--- src/design/pacc_pkg.sv ---
// Shared constants, types and decode functions for the PWM and capture counter block
`default_nettype none
package pacc_pkg;
	localparam int PACC_NCH = 4;
	localparam int PACC_PWM_W = 8;
	localparam int PACC_PWM_PRE_W = 4;
	localparam int PACC_CNT_W = 32;
	localparam int PACC_CNT_PRE_W = 5;
	localparam int PACC_NPEND = 10;
	localparam int PACC_TICK_DIV_W = 2;
	localparam logic [PACC_TICK_DIV_W-1:0] PACC_TICK_DIV_LAST = 2'h3;
	localparam int PACC_PEND_PWM_OVF = 0;
	localparam int PACC_PEND_CNT_OVF = 1;
	localparam int PACC_PEND_CAP0 = 2;
	localparam int PACC_PEND_CMP0 = 6;
	localparam logic [PACC_PWM_W-1:0] PACC_PWM_CNT_RST = 8'h00;
	localparam logic [PACC_PWM_W-1:0] PACC_PWM_CNT_MAX = 8'hFF;
	localparam logic [PACC_PWM_PRE_W-1:0] PACC_PWM_PRE_RST = 4'h0;
	localparam logic [PACC_CNT_W-1:0] PACC_CNT_RST = 32'h0000_0000;
	localparam logic [PACC_CNT_W-1:0] PACC_CNT_MAX = 32'hFFFF_FFFF;
	localparam logic [PACC_CNT_PRE_W-1:0] PACC_CNT_PRE_RST = 5'h00;
	localparam logic [PACC_CNT_W-1:0] PACC_CAP_RST = 32'h0000_0000;
	localparam logic [PACC_CNT_W-1:0] PACC_CMP_RST = 32'h0000_0000;
	localparam logic [PACC_NPEND-1:0] PACC_PEND_RST = 10'h000;

	typedef enum logic [1:0] {
		PACC_EDGE_OFF = 2'b00,
		PACC_EDGE_RISE = 2'b01,
		PACC_EDGE_FALL = 2'b10,
		PACC_EDGE_BOTH = 2'b11
	} pacc_edge_t;

	// Qualify a sampled transition against the selected edge mode
	function automatic logic pacc_edge_hit(input pacc_edge_t mode, input logic prev, input logic cur);
		logic hit;
		hit = 1'b0;
		case (mode)
			PACC_EDGE_RISE: hit = ~prev & cur;
			PACC_EDGE_FALL: hit = prev & ~cur;
			PACC_EDGE_BOTH: hit = prev ^ cur;
			default: hit = 1'b0;
		endcase
		return hit;
	endfunction
endpackage
`default_nettype wire

--- src/design/pacc_pwm_if.sv ---
// Carrier between the top level and the PWM generator
`default_nettype none
interface pacc_pwm_if;
	import pacc_pkg::*;
	logic run;
	logic [PACC_PWM_PRE_W-1:0] prescale;
	logic [PACC_NCH-1:0][PACC_PWM_W-1:0] duty;
	logic [PACC_NCH-1:0] level;
	logic ovf;
	modport ctl (output run, output prescale, output duty, input level, input ovf);
	modport gen (input run, input prescale, input duty, output level, output ovf);
endinterface
`default_nettype wire

--- src/design/pacc_pwm.sv ---
// Four-channel PWM generator on one prescaled 8-bit counter
`default_nettype none
module pacc_pwm
	import pacc_pkg::*;
(
	input wire logic clk_sys_i,
	input wire logic nrst_i,
	input wire logic ce_i,
	pacc_pwm_if.gen pwm
);
	logic [PACC_PWM_PRE_W-1:0] pre_ff;
	logic [PACC_PWM_PRE_W-1:0] nxt_pre;
	logic [PACC_PWM_W-1:0] cnt_ff;
	logic [PACC_PWM_W-1:0] nxt_cnt;
	logic [PACC_NCH-1:0] level_ff;
	logic [PACC_NCH-1:0] nxt_level;
	logic ovf_ff;
	wire tick = pwm.run && (pre_ff == pwm.prescale);
	wire wrap = tick && (cnt_ff == PACC_PWM_CNT_MAX);

	assign nxt_pre = (!pwm.run || tick) ? PACC_PWM_PRE_RST : pre_ff + 4'h1;
	assign nxt_cnt = !pwm.run ? PACC_PWM_CNT_RST : (tick ? cnt_ff + 8'h01 : cnt_ff);

	genvar g;
	generate
		for (g = 0; g < PACC_NCH; g++) begin : g_ch
			// Stopped outputs sit high so the first period starts high
			assign nxt_level[g] = !pwm.run ? 1'b1 :
				wrap ? 1'b1 :
				(cnt_ff == pwm.duty[g]) ? 1'b0 : level_ff[g];
		end
	endgenerate

	always_ff @(posedge clk_sys_i) begin
		if (!nrst_i) begin
			pre_ff <= PACC_PWM_PRE_RST;
			cnt_ff <= PACC_PWM_CNT_RST;
			level_ff <= '1;
			ovf_ff <= 1'b0;
		end else if (ce_i) begin
			pre_ff <= nxt_pre;
			cnt_ff <= nxt_cnt;
			level_ff <= nxt_level;
			ovf_ff <= wrap;
		end
	end

	assign pwm.level = level_ff;
	assign pwm.ovf = ovf_ff && ce_i;

	property p_pwm_wrap_high;
		@(posedge clk_sys_i) disable iff (!nrst_i)
		ce_i && wrap |=> (level_ff == 4'hF) && (cnt_ff == PACC_PWM_CNT_RST) && ovf_ff;
	endproperty
	a_pwm_wrap_high: assert property (p_pwm_wrap_high) else $error("PWM outputs not high after wrap");

	property p_pwm_match_low;
		@(posedge clk_sys_i) disable iff (!nrst_i)
		ce_i && pwm.run && !wrap && (cnt_ff == pwm.duty[0]) |=> !level_ff[0];
	endproperty
	a_pwm_match_low: assert property (p_pwm_match_low) else $error("PWM output 0 not low on match");

	property p_pwm_stop_high;
		@(posedge clk_sys_i) disable iff (!nrst_i)
		ce_i && !pwm.run |=> (level_ff == 4'hF) && (cnt_ff == PACC_PWM_CNT_RST);
	endproperty
	a_pwm_stop_high: assert property (p_pwm_stop_high) else $error("PWM not high at start");

	property p_pwm_prescale;
		@(posedge clk_sys_i) disable iff (!nrst_i)
		ce_i && pwm.run && !tick |=> $stable(cnt_ff);
	endproperty
	a_pwm_prescale: assert property (p_pwm_prescale) else $error("PWM counter moved without tick");
endmodule
`default_nettype wire

--- src/design/pacc_top.sv ---
// PWM generator and 32-bit capture/compare counter, top level
//
// Functional notes
// - One 8-bit PWM counter, 4-bit prescaler
// - Four 8-bit duties share one period
// - PWM outputs high when counter starts
// - Low on match, high on overflow
// - PWM counter overflow raises interrupt
// - PWM outputs share pins with captures
// - 32-bit counter on divide-by-4, 5-bit prescale
// - Four capture and four compare registers
// - Counter reloads start value on overflow
// - Capture event copies counter to register
// - Capture edge: rising, falling or both
// - Capture interrupts; read clears captured value
// - Compare match raises an interrupt
// - All events share one request line
// - Counter readable always, written only stopped
// - Compares read/write anytime, captures read-only
`default_nettype none
module pacc_top
	import pacc_pkg::*;
(
	input wire logic clk_sys_i,
	input wire logic nrst_i,
	input wire logic ce_i,
	input wire logic [PACC_NCH-1:0] port_a_bit_i,
	output logic [PACC_NCH-1:0] port_a_bit_o,
	output logic [PACC_NCH-1:0] port_a_bit_oe_o,
	input wire logic [PACC_NCH-1:0] pwm_sel_i,
	input wire logic pwm_open_drain_i,
	input wire logic pwm_run_i,
	input wire logic [PACC_PWM_PRE_W-1:0] pwm_prescale_i,
	input wire logic [PACC_NCH-1:0][PACC_PWM_W-1:0] pwm_duty_i,
	input wire logic cnt_run_i,
	input wire logic [PACC_CNT_PRE_W-1:0] cnt_prescale_i,
	input wire logic [PACC_CNT_W-1:0] cnt_start_i,
	input wire logic cnt_wr_i,
	input wire logic [PACC_CNT_W-1:0] cnt_wr_data_i,
	output logic [PACC_CNT_W-1:0] cnt_value_o,
	input wire logic [PACC_NCH-1:0][1:0] cap_edge_i,
	input wire logic [PACC_NCH-1:0] cap_read_i,
	output logic [PACC_NCH-1:0][PACC_CNT_W-1:0] cap_value_o,
	input wire logic [PACC_NCH-1:0] cmp_wr_i,
	input wire logic [PACC_CNT_W-1:0] cmp_wr_data_i,
	output logic [PACC_NCH-1:0][PACC_CNT_W-1:0] cmp_value_o,
	input wire logic [PACC_NPEND-1:0] irq_en_i,
	input wire logic [PACC_NPEND-1:0] pend_clr_i,
	output logic [PACC_NPEND-1:0] pend_o,
	output logic irq_o
);
	////////////////////////////////////////////////////////////////////////////////
	// PWM generator and pin sharing

	pacc_pwm_if pwm_bus ();

	assign pwm_bus.run = pwm_run_i;
	assign pwm_bus.prescale = pwm_prescale_i;
	assign pwm_bus.duty = pwm_duty_i;

	pacc_pwm u_pwm (
		.clk_sys_i(clk_sys_i),
		.nrst_i(nrst_i),
		.ce_i(ce_i),
		.pwm(pwm_bus)
	);

	// Open drain only pulls low; the pin reads its own level back as capture input
	assign port_a_bit_o = pwm_bus.level;
	assign port_a_bit_oe_o = pwm_sel_i & (pwm_open_drain_i ? ~pwm_bus.level : 4'hF);

	////////////////////////////////////////////////////////////////////////////////
	// Capture pin synchronisers

	logic [PACC_NCH-1:0] pin_meta_ff;
	logic [PACC_NCH-1:0] pin_sync_ff;
	logic [PACC_NCH-1:0] pin_prev_ff;

	always_ff @(posedge clk_sys_i) begin
		if (!nrst_i) begin
			pin_meta_ff <= 4'h0;
			pin_sync_ff <= 4'h0;
			pin_prev_ff <= 4'h0;
		end else if (ce_i) begin
			pin_meta_ff <= port_a_bit_i;
			pin_sync_ff <= pin_meta_ff;
			pin_prev_ff <= pin_sync_ff;
		end
	end

	////////////////////////////////////////////////////////////////////////////////
	// Up-counter timebase

	logic [PACC_TICK_DIV_W-1:0] div_ff;
	logic [PACC_TICK_DIV_W-1:0] nxt_div;
	logic [PACC_CNT_PRE_W-1:0] pre_ff;
	logic [PACC_CNT_PRE_W-1:0] nxt_pre;
	logic [PACC_CNT_W-1:0] cnt_ff;
	logic [PACC_CNT_W-1:0] nxt_cnt;

	wire div_tick = cnt_run_i && (div_ff == PACC_TICK_DIV_LAST);
	wire cnt_tick = div_tick && (pre_ff == cnt_prescale_i);
	wire cnt_wrap = cnt_tick && (cnt_ff == PACC_CNT_MAX);
	// A write while running is dropped rather than corrupting a live count
	wire cnt_wr_ok = cnt_wr_i && !cnt_run_i;

	assign nxt_div = !cnt_run_i ? 2'h0 : div_ff + 2'h1;
	assign nxt_pre = (!cnt_run_i || cnt_tick) ? PACC_CNT_PRE_RST :
		(div_tick ? pre_ff + 5'h01 : pre_ff);
	assign nxt_cnt = cnt_wr_ok ? cnt_wr_data_i :
		cnt_wrap ? cnt_start_i :
		cnt_tick ? cnt_ff + 32'h0000_0001 : cnt_ff;

	always_ff @(posedge clk_sys_i) begin
		if (!nrst_i) begin
			div_ff <= 2'h0;
			pre_ff <= PACC_CNT_PRE_RST;
			cnt_ff <= PACC_CNT_RST;
		end else if (ce_i) begin
			div_ff <= nxt_div;
			pre_ff <= nxt_pre;
			cnt_ff <= nxt_cnt;
		end
	end

	assign cnt_value_o = cnt_ff;

	////////////////////////////////////////////////////////////////////////////////
	// Capture and compare channels

	logic [PACC_NCH-1:0][PACC_CNT_W-1:0] cap_ff;
	logic [PACC_NCH-1:0][PACC_CNT_W-1:0] nxt_cap;
	logic [PACC_NCH-1:0][PACC_CNT_W-1:0] cmp_ff;
	logic [PACC_NCH-1:0][PACC_CNT_W-1:0] nxt_cmp;
	logic [PACC_NCH-1:0] eq_ff;
	logic [PACC_NCH-1:0] cap_evt;
	logic [PACC_NCH-1:0] cmp_eq;
	logic [PACC_NCH-1:0] cmp_evt;

	genvar g;
	generate
		for (g = 0; g < PACC_NCH; g++) begin : g_ch
			assign cap_evt[g] = pacc_edge_hit(pacc_edge_t'(cap_edge_i[g]), pin_prev_ff[g], pin_sync_ff[g]);
			// A capture in the same cycle as a read keeps the new value
			assign nxt_cap[g] = cap_evt[g] ? cnt_ff :
				(cap_read_i[g] ? PACC_CAP_RST : cap_ff[g]);
			assign nxt_cmp[g] = cmp_wr_i[g] ? cmp_wr_data_i : cmp_ff[g];
			assign cmp_eq[g] = (cnt_ff == cmp_ff[g]);
			// Edge of equality, so a stopped counter does not refire
			assign cmp_evt[g] = cmp_eq[g] && !eq_ff[g];
		end
	endgenerate

	always_ff @(posedge clk_sys_i) begin
		if (!nrst_i) begin
			cap_ff <= '0;
			cmp_ff <= '0;
			// Counter and compares reset equal, so equality must be regained before an event
			eq_ff <= 4'hF;
		end else if (ce_i) begin
			cap_ff <= nxt_cap;
			cmp_ff <= nxt_cmp;
			eq_ff <= cmp_eq;
		end
	end

	assign cap_value_o = cap_ff;
	assign cmp_value_o = cmp_ff;

	////////////////////////////////////////////////////////////////////////////////
	// Pending flags and shared request

	logic [PACC_NPEND-1:0] pend_ff;
	logic [PACC_NPEND-1:0] nxt_pend;
	logic [PACC_NPEND-1:0] pend_set;

	assign pend_set[PACC_PEND_PWM_OVF] = pwm_bus.ovf;
	assign pend_set[PACC_PEND_CNT_OVF] = cnt_wrap;
	assign pend_set[PACC_PEND_CAP0 +: PACC_NCH] = cap_evt;
	assign pend_set[PACC_PEND_CMP0 +: PACC_NCH] = cmp_evt;
	// Set beats clear so no event is lost
	assign nxt_pend = (pend_ff & ~pend_clr_i) | pend_set;

	always_ff @(posedge clk_sys_i) begin
		if (!nrst_i) begin
			pend_ff <= PACC_PEND_RST;
		end else if (ce_i) begin
			pend_ff <= nxt_pend;
		end
	end

	assign pend_o = pend_ff;
	assign irq_o = |(pend_ff & irq_en_i);

	////////////////////////////////////////////////////////////////////////////////
	// Checks

	property p_cnt_reload;
		@(posedge clk_sys_i) disable iff (!nrst_i)
		ce_i && cnt_wrap |=> (cnt_ff == $past(cnt_start_i)) && pend_ff[PACC_PEND_CNT_OVF];
	endproperty
	a_cnt_reload: assert property (p_cnt_reload) else $error("Counter did not reload start value");

	property p_cnt_wr_stopped;
		@(posedge clk_sys_i) disable iff (!nrst_i)
		ce_i && cnt_wr_i && !cnt_run_i |=> cnt_ff == $past(cnt_wr_data_i);
	endproperty
	a_cnt_wr_stopped: assert property (p_cnt_wr_stopped) else $error("Counter write while stopped lost");

	property p_cnt_wr_running;
		@(posedge clk_sys_i) disable iff (!nrst_i)
		ce_i && cnt_run_i && !cnt_tick |=> $stable(cnt_ff);
	endproperty
	a_cnt_wr_running: assert property (p_cnt_wr_running) else $error("Counter changed between ticks");

	property p_cnt_rate;
		@(posedge clk_sys_i) disable iff (!nrst_i)
		(ce_i && cnt_tick) ##1 (ce_i && cnt_run_i) [*3] |-> !cnt_tick;
	endproperty
	a_cnt_rate: assert property (p_cnt_rate) else $error("Counter tick off divide-by-4");

	property p_cap_copy;
		@(posedge clk_sys_i) disable iff (!nrst_i)
		ce_i && cap_evt[0] |=> (cap_ff[0] == $past(cnt_ff)) && pend_ff[PACC_PEND_CAP0];
	endproperty
	a_cap_copy: assert property (p_cap_copy) else $error("Capture 0 value or flag wrong");

	property p_cap_read_clear;
		@(posedge clk_sys_i) disable iff (!nrst_i)
		ce_i && cap_read_i[1] && !cap_evt[1] |=> cap_ff[1] == PACC_CAP_RST;
	endproperty
	a_cap_read_clear: assert property (p_cap_read_clear) else $error("Capture 1 not cleared by read");

	property p_cmp_match;
		@(posedge clk_sys_i) disable iff (!nrst_i)
		ce_i && $rose(cmp_eq[2]) |=> pend_ff[PACC_PEND_CMP0 + 2];
	endproperty
	a_cmp_match: assert property (p_cmp_match) else $error("Compare 2 match not flagged");

	property p_pend_sticky;
		@(posedge clk_sys_i) disable iff (!nrst_i)
		ce_i && pend_ff[PACC_PEND_PWM_OVF] && !pend_clr_i[PACC_PEND_PWM_OVF] |=> pend_ff[PACC_PEND_PWM_OVF];
	endproperty
	a_pend_sticky: assert property (p_pend_sticky) else $error("Pending flag dropped without clear");

	property p_irq_line;
		@(posedge clk_sys_i) disable iff (!nrst_i)
		irq_o == ((pend_ff & irq_en_i) != 10'h000);
	endproperty
	a_irq_line: assert property (p_irq_line) else $error("Request line disagrees with flags");

	property p_cap_keep;
		@(posedge clk_sys_i) disable iff (!nrst_i)
		ce_i && !cap_evt[2] && !cap_read_i[2] |=> $stable(cap_ff[2]);
	endproperty
	a_cap_keep: assert property (p_cap_keep) else $error("Capture 2 changed without event or read");

	property p_cmp_write;
		@(posedge clk_sys_i) disable iff (!nrst_i)
		ce_i && cmp_wr_i[3] |=> cmp_ff[3] == $past(cmp_wr_data_i);
	endproperty
	a_cmp_write: assert property (p_cmp_write) else $error("Compare 3 write lost");

	property p_cnt_hold_stopped;
		@(posedge clk_sys_i) disable iff (!nrst_i)
		ce_i && !cnt_run_i && !cnt_wr_i |=> $stable(cnt_ff);
	endproperty
	a_cnt_hold_stopped: assert property (p_cnt_hold_stopped) else $error("Stopped counter moved");

	property p_cap_rise_only;
		@(posedge clk_sys_i) disable iff (!nrst_i)
		ce_i && (cap_edge_i[0] == PACC_EDGE_RISE) && pin_prev_ff[0] && !pin_sync_ff[0] |-> !cap_evt[0];
	endproperty
	a_cap_rise_only: assert property (p_cap_rise_only) else $error("Capture 0 fired on falling edge");

	property p_cap_both;
		@(posedge clk_sys_i) disable iff (!nrst_i)
		ce_i && (cap_edge_i[2] == PACC_EDGE_BOTH) && (pin_prev_ff[2] != pin_sync_ff[2]) |=> pend_ff[PACC_PEND_CAP0 + 2];
	endproperty
	a_cap_both: assert property (p_cap_both) else $error("Capture 2 missed an edge");

	property p_cap_off;
		@(posedge clk_sys_i) disable iff (!nrst_i)
		ce_i && (cap_edge_i[3] == PACC_EDGE_OFF) && !cap_read_i[3] |=> $stable(cap_ff[3]);
	endproperty
	a_cap_off: assert property (p_cap_off) else $error("Disabled capture 3 changed");

	property p_pwm_ovf_flag;
		@(posedge clk_sys_i) disable iff (!nrst_i)
		pwm_bus.ovf |=> pend_ff[PACC_PEND_PWM_OVF];
	endproperty
	a_pwm_ovf_flag: assert property (p_pwm_ovf_flag) else $error("PWM overflow not flagged");

	property p_od_low_only;
		@(posedge clk_sys_i) disable iff (!nrst_i)
		pwm_open_drain_i |-> (port_a_bit_oe_o & port_a_bit_o) == 4'h0;
	endproperty
	a_od_low_only: assert property (p_od_low_only) else $error("Open drain pin driven high");

	property p_cnt_flag_source;
		@(posedge clk_sys_i) disable iff (!nrst_i)
		ce_i && !cnt_wrap && !pend_ff[PACC_PEND_CNT_OVF] |=> !pend_ff[PACC_PEND_CNT_OVF];
	endproperty
	a_cnt_flag_source: assert property (p_cnt_flag_source) else $error("Overflow flag set without wrap");
endmodule
`default_nettype wire

--- config.mk ---
export PLATFORM = sky130hd
export DESIGN_NAME = pacc_top
export DESIGN_NICKNAME = d
export VERILOG_FILES = /design/src/design/pacc_pkg.sv /design/src/design/pacc_pwm_if.sv /design/src/design/pacc_pwm.sv /design/src/design/pacc_top.sv
export SDC_FILE = /design/constraint.sdc
export NUM_CORES = 1
export LEC_CHECK = 0
export CORE_AREA = 2 2 193 195
export CTS_BUF_LIST = sky130_fd_sc_hd__clkbuf_16
export DETAILED_ROUTE_END_ITERATION = 8
export DIE_AREA = 0 0 195 197
export DONT_BUFFER_PORTS = 1
export GPL_TIMING_DRIVEN = 0
export PLACE_DENSITY_LB_ADDON = 0.3
export SYNTH_ARGS = -nofsm -noshare
export SYNTH_HDL_FRONTEND = slang
export SYNTH_SLANG_ARGS = --single-unit
--- constraint.sdc ---
create_clock -name clk_sys_i -period 1.87 [get_ports clk_sys_i]
set_clock_uncertainty 0.15 [all_clocks]
set_input_delay 0.187 -clock clk_sys_i [delete_from_list [all_inputs] [get_ports clk_sys_i]]
set_output_delay 0.187 -clock clk_sys_i [all_outputs]
set_load 0.02 [all_outputs]
==> impl_metrics.toml, run 1 <==
[worst_hold_path]
whs_path_depth = 4
hold_end = "cap_value_o[33]"
hold_path.class = "input port to register"
worstHoldStart = "cap_edge_i[2]"

[clock_tree]
clk_pin_slew_ns = 0.06
clockBufferDepth = 3
cts_tree = "built"
clk_latency_ns = 0.54
cts.sinks = 338
h-tree-depth = 2
root_buffer = "clkbuf_16"
numCtsBuffers = 39

[synthesis]
synth.top_cell.area_share = 0.4233
synth_cells = 1856
yosys.cell_count.top_type = "dfxtp_1"
synth_commonest_cells = "dfxtp_1, nand2_1, nor2b_1"
async_flop_share = 0
netlist_area_um2 = 15990
syn-num-nets = 2057
synth_cell_type_count = 60
yosys_register_bits = 338
synthTopCellsByArea = "dfxtp_1, xor2_1, nand2_1"
seq_area_frac_synth = 0.4233
synth_ff_type = "dfxtp_1"
yosys.area.top_type = "dfxtp_1"
avgSynthCellArea_um2 = 8.613
ys.warnings.count = 0
synth_edf_count = 0

[power]
p_comb_frac = 0.130
pwr-share-seq = 0.447
max-vdd-ir-drop_mv = 0.6274
switching_share = 0.2809
p_int_mw = 12.53
p_clk_frac = 0.423
leakagePower_nw = 8.502
p_per_area_nw_per_um2 = 766.3
switchingPower_mw = 4.893
total_power_mw = 17.42

[critical_path]
worstSetupPathType = "register to register"
cp_common_cell = "nor4_4"
cp-start-kind = "register"
rr_worst_depth = 8
critPathRequiredTime_ns = 2.20
crit_arrival_ns = 3.03
timing.rr.end = "pend_o[9]"
critPathMaxStageDelay_ns = 0.44
r2r_slack_ns = -0.83
path_max_fanout = 5
critPathSlowestCell = "or3b_4"
end_kind = "register"
path_cells = "buf_8 -> buf_6 -> xor2_4 -> nor4_4 -> nand4_1 -> nor4_4 -> or3b_4 -> a21boi_2"
r2r_start = "cnt_value_o[3]"

[routing]
drt_iter0_drc = 1702
via_per_inst = 6.160
wl_per_cell_um = 29.17
remaining_drc_errors = 1
num_vias = 16280
dr.pass1.iters = 9
finalWirelength_um = 77050
ant_nets = 0

[timing]
timing.slew.headroom = 0.4674
timing.hold.ws_ns = 0.02732
setup_violations = 146
rsz0062_at_grt = "yes"
final-max-slew-violation-count = 0
fin_ws_ns = -0.8319
min_period_ns = 2.702
max_freq_mhz = 370.1
hold_violations = 0
tightest_slew_ns = 0.7989
period_share = 1.445
tns_ns = -25.88

[global_route]
met3_usage = 0.1128
use_met2 = 0.5970
grt_util_met1 = 0.4823
track_usage = 0.3785
grt_antenna_before_repair = 9
grt_start_max_net_pins = 13
grt_overflow = 0
grt_pass1_wl_um = 107700
grt_pass1_vias = 15700
grt.busiest_layer = "met2"

[finish]
fin_nets = 2340
fill_cells = 2992
area_growth_pct = 42.19
drive_above_1_share = 0.2644
final_cells = 2642

[floorplanning]
design.die.area_um2 = 38420
start_util = 0.4409
core_area_um2 = 36260
fp.dieW_um = 195
die_h_um = 197
io_pins = 495
num_rows = 70

[placed_design]
io_buffers = 0
place_hpwl_um = 54520
dp.cells = 2324
pre_cts_ws_ns = -1.401
place_congestion = 1.006

[outcome]
violations = "DRC, setup timing"
status = "finished with violations"

[run]
drv_cap = 0
-- worst max-delay path, delay by kind of cell, from the launching register on --
family	cells	cell delay, ns
XOR/XNOR	1	0.19
flip-flops	1	0.39
buffers and inverters	2	0.28
AO/OA/AOI/OAI	1	0.12
AND/OR/NAND/NOR	4	1.51
-- stage by stage --
step,area [um2],util
2_1_floorplan,16290,-
3_3_place_gp,16880,0.4655
3_5_place_dp,16880,0.4655
4_1_cts,21800,0.6012
5_1_grt,22720,0.6267
6_report,22730,0.6269
-- worst max-delay path by stage --
stage                     end             from  slack (ns)  depth (start not counted)
2_1_floorplan  cnt_value_o[1]  cnt_value_o[23]       -0.16                          7
4_1_cts             pend_o[9]  cnt_value_o[22]       -0.70                          7
6_report            pend_o[9]   cnt_value_o[3]       -0.83                          8
3_5_place_dp        pend_o[9]  cnt_value_o[26]       -1.40                          7
3_3_place_gp        pend_o[9]  cnt_value_o[26]       -1.37                          7
5_1_grt             pend_o[9]   cnt_value_o[3]       -0.93                          8
-- routing by layer --
| metal | vias up | part of all wire |
|---|---|---|
| met3 | 254 | 0.12 |
| met2 | 1160 | 0.45 |
| met4 | 2 | 0.048 |
| met5 | - | 0.00017 |
| met1 | 7896 | 0.39 |
| li1 | 6963 | - |
-- logic make-up after synthesis --
family	count (synthesis)	synth area share
and+or+nand+nor	704	0.2184
AOI/OAI and AO/OA	409	0.1851
DFF	338	0.4233
buffers and inverters	181	0.04649
adders and majority gates	13	0.01017
muxes	13	0.008139
xor gates and xnor gates	198	0.1085
-- sequential cells by signal, summed over array words and instances, names as in the netlist --
signal	count
cap_value_o	128
cmp_value_o	128
cnt_value_o	32
pend_o	10
u_pwm.cnt_ff	8
pre_ff	5
eq_ff	4
pin_meta_ff	4
pin_prev_ff	4
pin_sync_ff	4
u_pwm.pre_ff	4
u_pwm.pwm.level	4
div_ff	2
u_pwm.ovf_ff	1
-- cell type report --
type | count | area, um2 | area share
Antenna cell | 11 | 27.53 | 0.001211
Buffer | 161 | 1315 | 0.05785
Clock buffer | 43 | 1076 | 0.04734
Clock inverter | 22 | 118.9 | 0.005229
Inverter | 11 | 47.55 | 0.002092
Multi-Input combinational cell | 1337 | 10060 | 0.4425
Sequential cell | 338 | 6925 | 0.3047
Tap cell | 468 | 585.6 | 0.02576
Timing Repair Buffer | 251 | 2577 | 0.1134
-- power by group through the flow --
stage	combinational [mW]	sequential (mW)	clock [mW]
2_1_floorplan	0.963	7.85	0
3_3_place_gp	1.42	7.96	0
3_5_place_dp	1.44	7.96	0
4_1_cts	2.06	7.79	7.33
5_1_grt	2.37	7.80	7.70
6_report	2.27	7.79	7.36
-- placed cells by master (no fill, tap or decap), types with 11 or more instances in the layout --
cell / instances
dfxtp_1: 283
buf_6: 48
nand2_1: 311
a31oi_1: 11
dfxtp_4: 36
diode_2: 11
nor2_1: 28
o31ai_1: 12
nand4_1: 41
nor4_1: 12
nor4_2: 11
clkbuf_16: 60
clkbuf_2: 20
dlygate4sd3_1: 153
xnor2_1: 54
mux2i_1: 13
nor2b_1: 156
buf_8: 16
a22oi_2: 130
xor2_1: 127
a21oi_1: 30
nand3_1: 42
a21boi_0: 131
dfxtp_2: 19
clkbuf_1: 72
buf_4: 60
-- what timing repair did --
item                                    in CTS  in global routing
resized for setup                          390                163
hold buffers                               153                  0
pin swaps                                   85                111
cloned                                       9                  8
hold endpoints to repair                   215                  0
buffers inserted                            59                 22
endpoints found under the setup margin     320                199
No activity file was read; power rests on OpenSTA's default activity.
==> run 2: changes to the inputs <==
Settings changed: GPL_TIMING_DRIVEN 0 to 1.
==> run 2 against run 1 <==
The run ends with hold timing, setup timing left; clock power fell by 3%; die area did not move; global-route usage rose by 0.30 points; critical path depth fell by 1; register-to-register slack improved by 0.46 ns; largest cell class unchanged; largest power group unchanged.
==> impl_metrics.toml, run 2 (same netlist as run 1, synthesis figures left out) <==
[global_route]
grt_antenna_before_repair = 4
grt_overflow = 0
track_usage = 0.3815
grt_pass1_wl_um = 110000
grt_pass1_vias = 17090
grt_start_max_net_pins = 332

[critical_path]
cp-start-kind = "register"
worstSetupPathType = "register to register"
end_kind = "register"
path_max_fanout = 9
crit_arrival_ns = 2.53
critPathRequiredTime_ns = 2.16

[timing]
timing.hold.ws_ns = -0.3585
tightest_slew_ns = 0.6132
final-max-slew-violation-count = 0
period_share = 1.197
rsz0062_at_grt = "yes"
fin_ws_ns = -0.3675
tns_ns = -22.41
setup_violations = 166
max_freq_mhz = 446.9
min_period_ns = 2.238
timing.slew.headroom = 0.5898
hold_violations = 184

[floorplanning]
core_area_um2 = 36260
io_pins = 495
num_rows = 70
design.die.area_um2 = 38420
fp.dieW_um = 195
start_util = 0.4409
die_h_um = 197

[finish]
fin_nets = 2596
post-route-util = 0.6963
area_growth_pct = 57.92
final_cell_mix = "buf_4, nand2_1, dfxtp_1"
seq_area_um2 = 6882
multiInputGateArea_um2 = 10070
stdcell_area_um2 = 25250
drive_above_1_share = 0.3304
fill_cells = 2678
mostFrequentLayoutCell = "buf_4"

[clock_tree]
cts.sinks = 338
h-tree-depth = 2
numCtsBuffers = 38
cts_tree = "built"
clk_pin_slew_ns = 0.06
clockBufferDepth = 3
root_buffer = "clkbuf_16"
clk_latency_ns = 0.56

[placed_design]
place_hpwl_um = 49740
place_congestion = 1.034
place_area_um2 = 18890
io_buffers = 0

[power]
total_power_mw = 17.57
leakagePower_nw = 10.33
max-vdd-ir-drop_mv = 0.6647
p_per_area_nw_per_um2 = 695.9

[routing]
wl_per_cell_um = 27.04
drt_iter0_drc = 1635
remaining_drc_errors = 0
via_per_inst = 5.947
num_vias = 17210
finalWirelength_um = 78260
dr.pass1.iters = 5
ant_nets = 0

[outcome]
violations = "hold timing, setup timing"
status = "finished with violations"

[run]
drv_cap = 0

[worst_hold_path]
hold_path.class = "input port to register"
[run 2: final cells by class]
type / count / area share
Clock inverter: 24 / 0.004113
Timing Repair Buffer: 669 / 0.2575
Clock buffer: 42 / 0.04163
Multi-Input combinational cell: 1337 / 0.3989
Sequential cell: 338 / 0.2726
Inverter: 11 / 0.001635
Antenna cell: 5 / 0.0004956
Tap cell: 468 / 0.02319
[run 2: what timing repair did]
item / in CTS / in global routing
hold buffers: 240 / 11
gates cloned: 14 / 8
setup endpoints to repair: 180 / 184
pin swaps: 75 / 79
gates resized for setup: 258 / 142
endpoints found under the hold margin: 338 / 185
buffers inserted: 40 / 26
[run 2: worst max-delay path, stage by stage (launching register included)]
cell and delay, ns:
dfxtp_4 0.38, buf_4 0.22, and4_1 0.27, nand2_1 0.13, buf_4 0.16, o311ai_1 0.47, nand3_2 0.16, o2111a_1 0.16
[run 2: final timing paths]
kind,startpoint,to,slack (ns),cells after the start
setup / recovery,cnt_value_o[0],cnt_value_o[21],-0.37,7
hold / removal,nrst_i,cap_value_o[26],-0.36,1
setup reg to reg,cnt_value_o[0],cnt_value_o[21],-0.37,7
hold reg to reg,eq_ff[1],eq_ff[1],0.32,2
[run 2: routing by layer]
layer | GRT usage | routed length, um
met5 | 0 | 0
met4 | 0.1849 | 4323
met3 | 0.1095 | 8625
met2 | 0.6218 | 35590
met1 | 0.4638 | 29720
[run 2: metrics by stage]
stage               std cells  setup WS [ns]  hold slack [ns]
finish                   2894        -0.3675          -0.3585
global route             2892        -0.3987          -0.4030
CTS                      2858        -0.3017          -0.4236
detailed placement       2502        -0.4624           0.1594
global placement         2502        -0.5453           0.1833
floorplan                1856        -0.1643           0.1819
[run 2: power by group]
group / leakage, nW / switching [mW] / internal (mW)
registers: 2.77 / 0.198 / 7.36
clock network: 0.589 / 3.15 / 4.01
logic: 6.97 / 1.52 / 1.33
total: 10.3 / 4.87 / 12.7
==> run 3: changes to the inputs <==
Settings changed: CORE_AREA 2 2 193 195 to 5 5 191 193, DIE_AREA 0 0 195 197 to 0 0 196 198, PLACE_DENSITY from default to 0.6, PLACE_DENSITY_LB_ADDON 0.3 to default, RECOVER_POWER from default to 100.
==> run 3 against run 2 <==
The run still ends with hold timing, setup timing left; routed wire length decreased by 1.8%; register-to-register slack gained 0.05 ns; critical endpoint is now cnt_value_o[31]; sequential share of layout area is 0.67 points higher.
==> impl_metrics.toml, run 3 (same netlist as run 1, synthesis figures left out) <==
[critical_path]
critPathMaxStageDelay_ns = 0.41
timing.rr.end = "cnt_value_o[31]"
worstSetupPathType = "register to register"
critical_path.top_delay_family = "simple AND/OR/NAND/NOR gates"
r2r_slack_ns = -0.32
end_kind = "register"
endpoint = "cnt_value_o[31]"
cp-start-kind = "register"
crit_arrival_ns = 2.49
path_max_fanout = 6
rr_worst_depth = 7
crit_start = "cnt_value_o[11]"
r2r_start = "cnt_value_o[11]"
critPathRequiredTime_ns = 2.17
critPathSlowestCell = "dfxtp_4"
cp_num_buf_inv = 2
path_depth = 7
path_cells = "buf_12 -> nand4_1 -> buf_4 -> and4bb_2 -> nor3b_2 -> o211ai_1 -> o211a_1"

[placed_design]
place_hpwl_um = 50880
pre_cts_ws_ns = -0.6376
io_buffers = 0
place_congestion = 1.029

[floorplanning]
start_util = 0.4651
die_h_um = 198
num_rows = 68
design.die.area_um2 = 38810
core_area_um2 = 34370
io_pins = 495
fp.dieW_um = 196

[timing]
min_period_ns = 2.187
setup_violations = 152
timing.slew.headroom = 0.3525
final-max-slew-violation-count = 0
hold_violations = 179
period_share = 1.170
rsz0062_at_grt = "yes"
fin_ws_ns = -0.3172
max_freq_mhz = 457.2
tightest_slew_ns = 0.9712
timing.hold.ws_ns = -0.3412

[finish]
fin_nets = 2572
mostFrequentLayoutCell = "nand2_1"
drive_above_1_share = 0.2930
area_growth_pct = 54.43
final_cell_mix = "nand2_1, dfxtp_1, dlygate4sd3_1"

[routing]
dr_wl_met2_um = 35980
finalWirelength_um = 76840
via_per_inst = 5.842
wl_per_cell_um = 26.91
ant_nets = 0
met1_length_um = 29470
remaining_drc_errors = 0
dr.pass1.iters = 6
drt_iter0_drc = 1572
highest_layer = "met5"
wl_met3_um = 8337
num_vias = 16690

[clock_tree]
cts.sinks = 338
clk_latency_ns = 0.56
cts_tree = "built"
clk_pin_slew_ns = 0.06
root_buffer = "clkbuf_16"
h-tree-depth = 2
clockBufferDepth = 3
numCtsBuffers = 38

[power]
leakagePower_nw = 9.888
p_comb_frac = 0.158
pwr-share-seq = 0.438
p_int_mw = 12.52
p_per_area_nw_per_um2 = 699.0
p_clk_frac = 0.405
switching_share = 0.2747
switchingPower_mw = 4.741
max-vdd-ir-drop_mv = 0.8701

[outcome]
status = "finished with violations"
violations = "hold timing, setup timing"

[global_route]
grt_overflow = 0
grt_pass1_vias = 16750
grt_start_max_net_pins = 332
grt_pass1_wl_um = 110300
grt_antenna_before_repair = 9
track_usage = 0.3721

[run]
drv_cap = 0

[worst_hold_path]
hold_path.class = "input port to register"
==> run 3: changes by cell type in the layout (fill, tap and decap cells not counted), moves of 5 or more <==
cell	before	now
nand3_2	8	16
clkinv_1	12	2
a21oi_4	1	6
dfxtp_4	21	27
clkbuf_1	0	109
inv_1	10	16
dlygate4sd3_1	248	224
nor4_2	22	16
dfxtp_2	29	22
buf_4	340	218
clkbuf_16	49	44
nand3_1	38	32
buf_6	27	36
==> run 3: layout make-up <==
class / count / area [um2]
clock buffer: 39 / 975.9
tap: 455 / 569.3
inverter: 11 / 43.79
antenna: 5 / 12.51
fill: 2649 / 9684
clock inverter: 26 / 147.6
sequential: 338 / 6895
multi-input combinational: 1337 / 10160
timing repair buffer: 645 / 5887
==> run 3: how the worst min path moves through the flow <==
| stage | from | depth (start not counted) | end | slack (ns) |
|---|---|---|---|---|
| final | nrst_i | 1 | pend_o[4] | -0.34 |
| after global routing | nrst_i | 1 | eq_ff[3] | -0.42 |
| after CTS | nrst_i | 1 | eq_ff[1] | -0.44 |
| after detailed placement | nrst_i | 1 | eq_ff[1] | 0.15 |
| after global placement | nrst_i | 1 | eq_ff[1] | 0.18 |
| after floorplan | cmp_wr_data_i[29] | 2 | cmp_value_o[29] | 0.18 |
==> run 3: power by group through the flow <==
stage / registers, mW / logic (mW) / clock network (mW)
after floorplan: 7.85 / 0.963 / 0
after global placement: 7.72 / 1.90 / 0
after detailed placement: 7.72 / 1.91 / 0
after CTS: 7.55 / 2.62 / 7.03
after global routing: 7.56 / 2.85 / 7.37
final: 7.55 / 2.72 / 6.98
==> run 3: routing by layer <==
metal,GRT usage,vias up
met5,0,-
met4,0.1373,8
met3,0.1050,194
met1,0.4683,8079
met2,0.6122,965
li1,-,7440
==> run 3: repair_timing <==
| item | CTS | global route |
|---|---|---|
| setup buffers | 31 | 15 |
| gates cloned | 13 | 6 |
| hold buffers | 225 | 1 |
| endpoints found under the hold margin | 338 | 185 |
| setup endpoints to repair | 175 | 185 |
| pin swaps | 73 | 75 |
| resized for setup | 293 | 146 |
==> run 3: worst register-to-register path: cells and delay by family (launching register included) <==
kind            cells  cell delay [ns]
buf+inv             2             0.43
compound gates      2             0.24
simple gates        3             0.86
flops               1             0.41
==> run 3: per-stage QoR <==
| step | std cells | area (um2) | TNS [ns] | total power [mW] | utilization |
|---|---|---|---|---|---|
| global route | 2856 | 24690 | -31.80 | 17.78 | 0.7183 |
| floorplan | 1856 | 16290 | -1.492 | 8.809 | - |
| CTS | 2833 | 24210 | -12.31 | 17.21 | 0.7043 |
| global placement | 2503 | 18940 | -17.52 | 9.618 | 0.5511 |
| finish | 2856 | 24690 | -18.28 | 17.26 | 0.7183 |
| detailed placement | 2503 | 18940 | -24.83 | 9.629 | 0.5511 |
